**src/hw/sam_pkg.sv**
```systemverilog
// Shared constants for the SDRAM address map and queueing front end
package sam_pkg;
  localparam int unsigned SAM_ADDR_W = 32;
  localparam int unsigned SAM_DATA_W = 32;
  // Buffer depths in entries
  localparam int unsigned SAM_CMD_DEPTH = 7;
  localparam int unsigned SAM_WDATA_DEPTH = 11;
  localparam int unsigned SAM_RDATA_DEPTH = 15;
  // Output field widths
  localparam int unsigned SAM_BANK_W = 2;
  localparam int unsigned SAM_ROW_W = 13;
  localparam int unsigned SAM_COL_W = 11;
  localparam int unsigned SAM_DQM_W = 4;
  // Field width bases and selector limits
  localparam logic [4:0] SAM_COL_BASE_W = 5'h08;
  localparam logic [4:0] SAM_ROW_BASE_W = 5'h09;
  localparam logic [2:0] SAM_COL_SEL_MAX = 3'h3;
  localparam logic [2:0] SAM_ROW_SEL_MAX = 3'h4;
  localparam logic [2:0] SAM_BANK_SEL_MAX = 3'h2;
  localparam logic [5:0] SAM_LANE_W_WIDE = 6'h02;
  localparam logic [5:0] SAM_LANE_W_NARROW = 6'h01;
  // Burst lengths
  localparam logic [3:0] SAM_BURST_WIDE = 4'h4;
  localparam logic [3:0] SAM_BURST_NARROW = 4'h8;
  localparam logic [3:0] SAM_BURST_RST = 4'h4;
  // Access size encoding
  localparam logic [1:0] SAM_SIZE_BYTE = 2'h0;
  localparam logic [1:0] SAM_SIZE_HALF = 2'h1;
  localparam logic [1:0] SAM_SIZE_WORD = 2'h2;
  // Command buffer entry layout
  localparam int unsigned SAM_CMD_W = 32;
  localparam int unsigned SAM_CMD_DQM_LSB = 0;
  localparam int unsigned SAM_CMD_COL_LSB = 4;
  localparam int unsigned SAM_CMD_ROW_LSB = 15;
  localparam int unsigned SAM_CMD_BANK_LSB = 28;
  localparam int unsigned SAM_CMD_WRITE_BIT = 30;
  localparam int unsigned SAM_CMD_REG_BIT = 31;
endpackage

```
**src/hw/sam_fifo.sv**
```systemverilog
// Flip-flop FIFO with valid/ready on both sides
`timescale 1ns/1ps
module sam_fifo #(
  parameter int unsigned WIDTH = 32,
  parameter int unsigned DEPTH = 7
) (
  input wire logic i_sys_clk,
  input wire logic i_rst,
  input wire logic i_push_valid,
  output logic o_push_ready,
  input wire logic [WIDTH-1:0] i_push_data,
  output logic o_pop_valid,
  input wire logic i_pop_ready,
  output logic [WIDTH-1:0] o_pop_data
);
  localparam int unsigned PTR_W = $clog2(DEPTH);
  localparam int unsigned CNT_W = $clog2(DEPTH + 1);
  localparam logic [PTR_W-1:0] PTR_LAST = PTR_W'(DEPTH - 1);
  localparam logic [CNT_W-1:0] CNT_FULL = CNT_W'(DEPTH);

  logic [WIDTH-1:0] mem_r [DEPTH];
  logic [PTR_W-1:0] wr_ptr_r, wr_ptr_nxt;
  logic [PTR_W-1:0] rd_ptr_r, rd_ptr_nxt;
  logic [CNT_W-1:0] count_r, count_nxt;
  logic push;
  logic pop;

  assign o_push_ready = (count_r != CNT_FULL);
  assign o_pop_valid = (count_r != '0);
  assign o_pop_data = mem_r[rd_ptr_r];
  assign push = i_push_valid && o_push_ready;
  assign pop = o_pop_valid && i_pop_ready;

  genvar gi;
  generate
    for (gi = 0; gi < DEPTH; gi++) begin : g_entry
      logic [WIDTH-1:0] entry_nxt;
      always_comb begin
        entry_nxt = mem_r[gi];
        if (push && (wr_ptr_r == PTR_W'(gi))) begin
          entry_nxt = i_push_data;
        end
      end
      always_ff @(posedge i_sys_clk) begin
        if (i_rst) begin
          mem_r[gi] <= '0;
        end else begin
          mem_r[gi] <= entry_nxt;
        end
      end
    end
  endgenerate

  always_comb begin
    wr_ptr_nxt = wr_ptr_r;
    rd_ptr_nxt = rd_ptr_r;
    count_nxt = count_r;
    if (push) begin
      wr_ptr_nxt = (wr_ptr_r == PTR_LAST) ? '0 : wr_ptr_r + 1'b1;
    end
    if (pop) begin
      rd_ptr_nxt = (rd_ptr_r == PTR_LAST) ? '0 : rd_ptr_r + 1'b1;
    end
    if (push && !pop) begin
      count_nxt = count_r + 1'b1;
    end else if (pop && !push) begin
      count_nxt = count_r - 1'b1;
    end
  end

  always_ff @(posedge i_sys_clk) begin
    if (i_rst) begin
      wr_ptr_r <= '0;
      rd_ptr_r <= '0;
      count_r <= '0;
    end else begin
      wr_ptr_r <= wr_ptr_nxt;
      rd_ptr_r <= rd_ptr_nxt;
      count_r <= count_nxt;
    end
  end
endmodule

```
**src/hw/sam_addr_map_fifos.sv**
```systemverilog
// Address translation and command/data queueing front end of the SDRAM controller
`timescale 1ns/1ps
module sam_addr_map_fifos
  import sam_pkg::*;
(
  input wire logic i_sys_clk,
  input wire logic i_rst,
  // Configuration
  input wire logic i_narrow_bus_sel,
  input wire logic [2:0] i_bank_count_sel,
  input wire logic [2:0] i_column_width_sel,
  input wire logic [2:0] i_row_width_sel,
  input wire logic i_bank_position_sel,
  output logic [3:0] o_burst_len,
  // Requests from the on-chip bus
  input wire logic i_req_valid,
  output logic o_req_ready,
  input wire logic [SAM_ADDR_W-1:0] i_req_addr,
  input wire logic i_req_write,
  input wire logic [1:0] i_req_size,
  input wire logic i_req_is_reg,
  // Write data from the on-chip bus
  input wire logic i_wdata_valid,
  output logic o_wdata_ready,
  input wire logic [SAM_DATA_W-1:0] i_wdata,
  // Translated commands toward the command scheduler
  output logic o_cmd_valid,
  input wire logic i_cmd_ready,
  output logic o_cmd_is_reg,
  output logic o_cmd_write,
  output logic [SAM_BANK_W-1:0] o_cmd_bank,
  output logic [SAM_ROW_W-1:0] o_cmd_row,
  output logic [SAM_COL_W-1:0] o_cmd_col,
  output logic [SAM_DQM_W-1:0] o_cmd_dqm,
  // Write data toward the data scheduler
  output logic o_mem_wdata_valid,
  input wire logic i_mem_wdata_ready,
  output logic [SAM_DATA_W-1:0] o_mem_wdata,
  // Read data returning from memory
  input wire logic i_mem_rdata_valid,
  output logic o_mem_rdata_ready,
  input wire logic [SAM_DATA_W-1:0] i_mem_rdata,
  // Read data toward the on-chip bus
  output logic o_rdata_valid,
  input wire logic i_rdata_ready,
  output logic [SAM_DATA_W-1:0] o_rdata
);

  // Extract a field of given width starting at a given bit
  function automatic logic [31:0] sam_field(
    input logic [31:0] addr,
    input logic [5:0] shift,
    input logic [4:0] width
  );
    logic [31:0] mask;
    begin
      mask = (32'h0000_0001 << width) - 32'h0000_0001;
      sam_field = (addr >> shift) & mask;
    end
  endfunction

  // Limit a selector to its largest legal value
  function automatic logic [2:0] sam_clamp(input logic [2:0] sel, input logic [2:0] lim);
    begin
      sam_clamp = (sel > lim) ? lim : sel;
    end
  endfunction

  // Offset of the field that sits directly above another
  function automatic logic [5:0] sam_above(input logic [5:0] shift, input logic [4:0] width);
    begin
      sam_above = shift + {1'h0, width};
    end
  endfunction

  // Whether one byte lane takes part in an access
  function automatic logic sam_lane_hit(
    input logic [1:0] lane,
    input logic narrow,
    input logic [1:0] size,
    input logic [1:0] addr_lsb
  );
    logic hit;
    begin
      hit = 1'h0;
      if (narrow) begin
        // Upper lanes never carry data on the narrow bus
        if (lane[1]) begin
          hit = 1'h0;
        end else if (size == SAM_SIZE_BYTE) begin
          hit = (lane[0] == addr_lsb[0]);
        end else begin
          hit = 1'h1;
        end
      end else begin
        case (size)
          SAM_SIZE_BYTE: hit = (lane == addr_lsb);
          SAM_SIZE_HALF: hit = (lane[1] == addr_lsb[1]);
          default: hit = 1'h1;
        endcase
      end
      sam_lane_hit = hit;
    end
  endfunction

  logic [3:0] burst_r, burst_nxt;
  logic [5:0] lane_w;
  logic [4:0] col_w;
  logic [4:0] row_w;
  logic [4:0] bank_w;
  logic [5:0] col_sh;
  logic [5:0] row_sh;
  logic [5:0] bank_sh;
  logic [SAM_COL_W-1:0] map_col;
  logic [SAM_ROW_W-1:0] map_row;
  logic [SAM_BANK_W-1:0] map_bank;
  logic [SAM_DQM_W-1:0] lane_en;
  logic [SAM_DQM_W-1:0] map_dqm;
  logic [SAM_CMD_W-1:0] cmd_entry;
  logic [SAM_CMD_W-1:0] cmd_head;
  logic cmd_push_ready;
  logic cmd_push;
  logic wdata_push_ready;
  logic [2:0] col_sel;
  logic [2:0] row_sel;
  logic [2:0] bank_sel;
  logic [5:0] map_top;
  logic [SAM_ADDR_W-1:0] addr_kept;

  // Out-of-range selectors act as the largest legal value
  always_comb begin
    col_sel = sam_clamp(i_column_width_sel, SAM_COL_SEL_MAX);
    row_sel = sam_clamp(i_row_width_sel, SAM_ROW_SEL_MAX);
    bank_sel = sam_clamp(i_bank_count_sel, SAM_BANK_SEL_MAX);
  end

  // Field widths from the configuration
  always_comb begin
    lane_w = i_narrow_bus_sel ? SAM_LANE_W_NARROW : SAM_LANE_W_WIDE;
    col_w = SAM_COL_BASE_W + {2'h0, col_sel};
    // row width; thirteenth bit only at largest size
    row_w = SAM_ROW_BASE_W + {2'h0, row_sel};
    bank_w = {2'h0, bank_sel};
    col_sh = lane_w;
    if (i_bank_position_sel) begin
      // mobile order: bank above row above column
      row_sh = sam_above(col_sh, col_w);
      bank_sh = sam_above(row_sh, row_w);
      map_top = sam_above(bank_sh, bank_w);
    end else begin
      // standard order: row above bank above column
      bank_sh = sam_above(col_sh, col_w);
      row_sh = sam_above(bank_sh, bank_w);
      map_top = sam_above(row_sh, row_w);
    end
  end

  // bits above the top field read as zero
  genvar gb;
  generate
    for (gb = 0; gb < SAM_ADDR_W; gb++) begin : g_addr_bit
      assign addr_kept[gb] = i_req_addr[gb] && (6'(gb) < map_top);
    end
  endgenerate

  // Address fields; bits above the top field are masked off
  always_comb begin
    map_col = SAM_COL_W'(sam_field(addr_kept, col_sh, col_w));
    map_row = SAM_ROW_W'(sam_field(addr_kept, row_sh, row_w));
    map_bank = SAM_BANK_W'(sam_field(addr_kept, bank_sh, bank_w));
  end

  genvar gl;
  generate
    for (gl = 0; gl < SAM_DQM_W; gl++) begin : g_lane
      assign lane_en[gl] = sam_lane_hit(2'(gl), i_narrow_bus_sel, i_req_size, i_req_addr[1:0]);
    end
  endgenerate

  // masks disable unwanted bytes on writes only
  always_comb begin
    map_dqm = (i_req_write && !i_req_is_reg) ? ~lane_en : '0;
  end

  // Translated once on entry; later config changes leave queued entries
  // Packed command entry
  always_comb begin
    cmd_entry = '0;
    cmd_entry[SAM_CMD_REG_BIT] = i_req_is_reg;
    cmd_entry[SAM_CMD_WRITE_BIT] = i_req_write;
    cmd_entry[SAM_CMD_DQM_LSB +: SAM_DQM_W] = map_dqm;
    // register accesses share the path untranslated
    if (!i_req_is_reg) begin
      cmd_entry[SAM_CMD_COL_LSB +: SAM_COL_W] = map_col;
      cmd_entry[SAM_CMD_ROW_LSB +: SAM_ROW_W] = map_row;
      cmd_entry[SAM_CMD_BANK_LSB +: SAM_BANK_W] = map_bank;
    end
  end

  // Full-based ready; a same-cycle pop frees no slot
  // stall while either inbound buffer is full
  assign o_req_ready = cmd_push_ready && wdata_push_ready;
  assign cmd_push = i_req_valid && o_req_ready;

  sam_fifo #(
    .WIDTH(SAM_CMD_W),
    .DEPTH(SAM_CMD_DEPTH)
  ) u_cmd_fifo (
    .i_sys_clk(i_sys_clk),
    .i_rst(i_rst),
    .i_push_valid(cmd_push),
    .o_push_ready(cmd_push_ready),
    .i_push_data(cmd_entry),
    .o_pop_valid(o_cmd_valid),
    .i_pop_ready(i_cmd_ready),
    .o_pop_data(cmd_head)
  );

  // Head entry fields straight from the buffer flops
  assign o_cmd_is_reg = cmd_head[SAM_CMD_REG_BIT];
  assign o_cmd_write = cmd_head[SAM_CMD_WRITE_BIT];
  assign o_cmd_bank = cmd_head[SAM_CMD_BANK_LSB +: SAM_BANK_W];
  assign o_cmd_row = cmd_head[SAM_CMD_ROW_LSB +: SAM_ROW_W];
  assign o_cmd_col = cmd_head[SAM_CMD_COL_LSB +: SAM_COL_W];
  assign o_cmd_dqm = cmd_head[SAM_CMD_DQM_LSB +: SAM_DQM_W];

  assign o_wdata_ready = wdata_push_ready;

  sam_fifo #(
    .WIDTH(SAM_DATA_W),
    .DEPTH(SAM_WDATA_DEPTH)
  ) u_wdata_fifo (
    .i_sys_clk(i_sys_clk),
    .i_rst(i_rst),
    .i_push_valid(i_wdata_valid),
    .o_push_ready(wdata_push_ready),
    .i_push_data(i_wdata),
    .o_pop_valid(o_mem_wdata_valid),
    .i_pop_ready(i_mem_wdata_ready),
    .o_pop_data(o_mem_wdata)
  );

  sam_fifo #(
    .WIDTH(SAM_DATA_W),
    .DEPTH(SAM_RDATA_DEPTH)
  ) u_rdata_fifo (
    .i_sys_clk(i_sys_clk),
    .i_rst(i_rst),
    .i_push_valid(i_mem_rdata_valid),
    .o_push_ready(o_mem_rdata_ready),
    .i_push_data(i_mem_rdata),
    .o_pop_valid(o_rdata_valid),
    .i_pop_ready(i_rdata_ready),
    .o_pop_data(o_rdata)
  );

  always_comb begin
    burst_nxt = i_narrow_bus_sel ? SAM_BURST_NARROW : SAM_BURST_WIDE;
  end

  always_ff @(posedge i_sys_clk) begin
    if (i_rst) begin
      burst_r <= SAM_BURST_RST;
    end else begin
      burst_r <= burst_nxt;
    end
  end

  assign o_burst_len = burst_r;
endmodule

```
**config.mk**
```make
export PLATFORM = sky130hd
export DESIGN_NAME = sam_addr_map_fifos
export DESIGN_NICKNAME = d
export VERILOG_FILES = /design/src/hw/sam_pkg.sv /design/src/hw/sam_fifo.sv /design/src/hw/sam_addr_map_fifos.sv
export SDC_FILE = /design/constraint.sdc
export NUM_CORES = 2
export LEC_CHECK = 0
export BUFFER_PORTS_ARGS = -buffer_cell sky130_fd_sc_hd__buf_2
export CAP_MARGIN = 20
export CORE_MARGIN = 3
export CORE_UTILIZATION = 65
export DETAILED_ROUTE_END_ITERATION = 10
export PLACE_DENSITY = 0.82
export SLEW_MARGIN = 20
export SYNTH_ARGS = -nofsm -noshare
export SYNTH_HDL_FRONTEND = slang
export SYNTH_SLANG_ARGS = --single-unit
```
**constraint.sdc**
```tcl
create_clock -name i_sys_clk -period 14.03 [get_ports i_sys_clk]
set_input_delay 0.7015 -clock i_sys_clk [delete_from_list [all_inputs] [get_ports i_sys_clk]]
set_output_delay 0.7015 -clock i_sys_clk [all_outputs]
set_load 0.01 [all_outputs]
```
==> flow_metrics.tcl <==
set metrics [dict create \
    synth.most_common_cell "edfxtp_1" \
    power.density_nw_per_um2 149 \
    cts_buffers 107 \
    firstDrtPassIters 6 \
    routedWlPerCell_um 27.9 \
    netlist_instances 3999 \
    ys_ff_latch 1102 \
    grt_pass1_wl_um 219000 \
    grt_pass1_vias 35300 \
    layout-drive-gt1-share_pct 21.9 \
    relSlewSlack_pct 23.8 \
    drtIter0Drc 4433 \
    start_util_pct 65.7 \
    pwr-share-clk_pct 32.8 \
    synth_top_cells_by_area "edfxtp_1, mux4_2, and2_1, nor2_1, mux2i_1" \
    post_drt_via_cell_ratio 6.68 \
    setup_viol 0 \
    post-route-util_pct 73.1 \
    gr-total-overflow 0 \
    nFillCells 5062 \
    io_pins 225 \
    cts_max_path_buffers 3 \
    dpl_cell_area_um2 56500 \
    yosysSeqAreaShare_pct 60.4 \
    rows 105 \
    cts_setup_buffers 0 \
    maxCapViolCount 0 \
    switching_power_mw 2.64 \
    layout.nets 4268 \
    root_buffer "clkbuf_16" \
    final_hold_viol_count 0 \
    cts.clk_slew.worst_paths_ns 0.06 \
    post-route-drc-count 0 \
    period_needed_ns 6.36 \
    fmax_ghz 0.157 \
    yosys.area.top_type "edfxtp_1" \
    p_seq_share_pct 43.6 \
    gp_congestion 0.982 \
    p_leak_nw 21.6 \
    required_ns 14.40 \
    sw_frac_of_total_pct 29.5 \
    multi_input_area_um2 20500 \
    holdBufCountCts 0 \
    hp-class "primary input to flop" \
    core_um2 82200 \
    cts_sinks 1102 \
    post-dp-hpwl_um 86300 \
    antenna_found_initial 14 \
    p_total_mw 8.96 \
    cts_max_level 3 \
    synth.distinct_cells 87 \
    io_buffers 222 \
    synthToLayoutAreaGrowth_pct 11.4 \
    worstPathMaxFanout 17 \
    crit_type "primary input to flop" \
    die_w_um 294 \
    stdcell_area_um2 60100 \
    async_flop_share_pct 0 \
    arrival_ns 6.73 \
    status "complete, no violations" \
    grt_use_total_pct 34.1 \
    wirelength_um 147000 \
    synth_top_flop_cell "edfxtp_1" \
    synthesis.area_um2 54000 \
    clk-insertion-delay-late_ns 0.69 \
    tightest_slew_ns 1.14 \
    cts_resized 0 \
    register_area_um2 32700 \
    die_h_um 294 \
    fin_hold_ws_ns 0.377 \
    synth_edf_count 1056 \
    synth_top_area_share_pct 58.7 \
    rsz0062_at_grt "no" \
    ant_nets 0 \
    min_period_over_period_pct 45.3 \
    clock_skew_ns 0.0565 \
    synth_warnings 0 \
    setup-tns-final_ns 0 \
    combPwrFrac_pct 23.6 \
    setup.worst_path.start_class "primary input" \
    num_vias 35300 \
    syn_area_per_cell_um2 13.5 \
    cts_tree "built" \
    fp.dieArea_um2 86600 \
    synth_common_cells "edfxtp_1, and2_1, nor2_1" \
    internal_power_mw 6.31 \
    grt_start_max_net_pins 97 \
    vdd_drop_max_v 0.000104 \
    endpoint_kind "flop" \
    slew_violations 0 \
]
==> registers in the layout (all words and copies together) (netlist names), named ones only <==
signal	cells
o_burst_len	2
u_cmd_fifo.count_r	3
u_cmd_fifo.mem_r	224
u_cmd_fifo.rd_ptr_r	3
u_cmd_fifo.wr_ptr_r	3
u_rdata_fifo.count_r	4
u_rdata_fifo.mem_r	480
u_rdata_fifo.rd_ptr_r	4
u_rdata_fifo.wr_ptr_r	4
u_wdata_fifo.count_r	4
u_wdata_fifo.mem_r	352
u_wdata_fifo.rd_ptr_r	4
u_wdata_fifo.wr_ptr_r	4
==> per-layer routing <==
metal | up-vias | part of all wire, % | track usage [%]
li1 | 15100 | - | -
met1 | 17500 | 36 | 44.5
met2 | 2317 | 49 | 56.3
met3 | 460 | 10 | 6.06
met4 | 4 | 4.9 | 16.1
met5 | - | 0.018 | 0
==> layout make-up <==
cell class | instances | area share (%)
Clock inverter | 77 | 1.41
Tap cell | 1070 | 2.23
Sequential cell | 1102 | 54.3
Multi-Input combinational cell | 2541 | 34.1
Clock buffer | 122 | 4.60
Antenna cell | 13 | 0.0541
Timing Repair Buffer | 322 | 3.12
Inverter | 35 | 0.219
==> power groups by stage <==
stage | sequential, mW | clock (mW) | combinational [mW]
after floorplan | 3.90 | 0 | 1.47
final | 3.91 | 2.94 | 2.11
after detailed placement | 3.98 | 0 | 2.06
after CTS | 3.91 | 2.96 | 2.08
after global placement | 3.96 | 0 | 2.05
after global routing | 3.93 | 3.09 | 2.23
==> kinds of logic (layout without fill, tap and decap cells) <==
family	after synthesis	count (layout)	synth area share, %
AND/OR/NAND/NOR	1555	1555	15.4
other	2	23	0.0139
buffers and inverters	364	556	2.60
XOR/XNOR	23	23	0.373
AO/OA/AOI/OAI	474	474	5.80
adder cells (fa/ha/maj)	41	41	1.06
flip-flops	1102	1102	60.4
multiplexers	438	438	14.3
==> worst max-delay path, stage by stage <==
cell and delay (ns):
buf_2 0.25, ha_1 0.19, inv_1 0.05, fa_1 0.78
inv_1 0.21, fa_1 0.51, xor2_1 0.30, ha_1 0.24
a21oi_1 0.10, a22o_1 0.34, o21ai_1 0.65, o21ai_1 0.28
buf_4 0.30, a2111oi_0 0.70, nor2_1 0.22, nor3_1 0.19
nor4_1 0.11, a211oi_2 0.47, nor2_1 0.11
==> cell usage in the layout, fill, tap and decap left out, types with 12 or more instances in the layout <==
| cell | n |
|---|---|
| o21ai_0 | 133 |
| buf_2 | 222 |
| nand2b_1 | 12 |
| a211oi_1 | 18 |
| clkinv_2 | 17 |
| xnor2_1 | 13 |
| o22ai_1 | 18 |
| and2_1 | 841 |
| nand2_1 | 203 |
| o21ai_4 | 25 |
| bufinv_16 | 15 |
| o211ai_1 | 33 |
| mux2_2 | 77 |
| dfxtp_1 | 35 |
| clkbuf_1 | 13 |
| nor2_1 | 309 |
| nand3_1 | 35 |
| a21oi_1 | 80 |
| nor2b_1 | 13 |
| or3_1 | 12 |
| buf_4 | 97 |
| mux4_2 | 258 |
| clkbuf_16 | 108 |
| nor2_2 | 12 |
| diode_2 | 13 |
| nor4_1 | 13 |
| mux2i_1 | 98 |
| clkinv_1 | 32 |
| nor3_1 | 49 |
| ha_1 | 32 |
| edfxtp_1 | 1056 |
| inv_1 | 32 |
| a31oi_1 | 18 |
==> final timing paths <==
check / endpoint / startpoint / depth (start not counted) / slack [ns]
worst max-delay path: u_cmd_fifo.mem_r[5][20] / i_narrow_bus_sel / 19 / 7.67
worst min-delay path: flop / i_rdata_ready / 3 / 0.38
worst max register to register: u_wdata_fifo.mem_r[10][13] / u_wdata_fifo.count_r[0] / 7 / 10.46
worst min register to register: u_wdata_fifo.wr_ptr_r[3] / u_wdata_fifo.wr_ptr_r[3] / 2 / 0.50
==> per-stage QoR <==
stage	std cells	setup WS, ns
after global routing	5275	7.20
after detailed placement	5070	7.19
final	5282	7.67
after CTS	5269	7.85
after floorplan	4007	8.61
after global placement	5067	7.24
No activity file was read; power rests on OpenSTA's default activity.
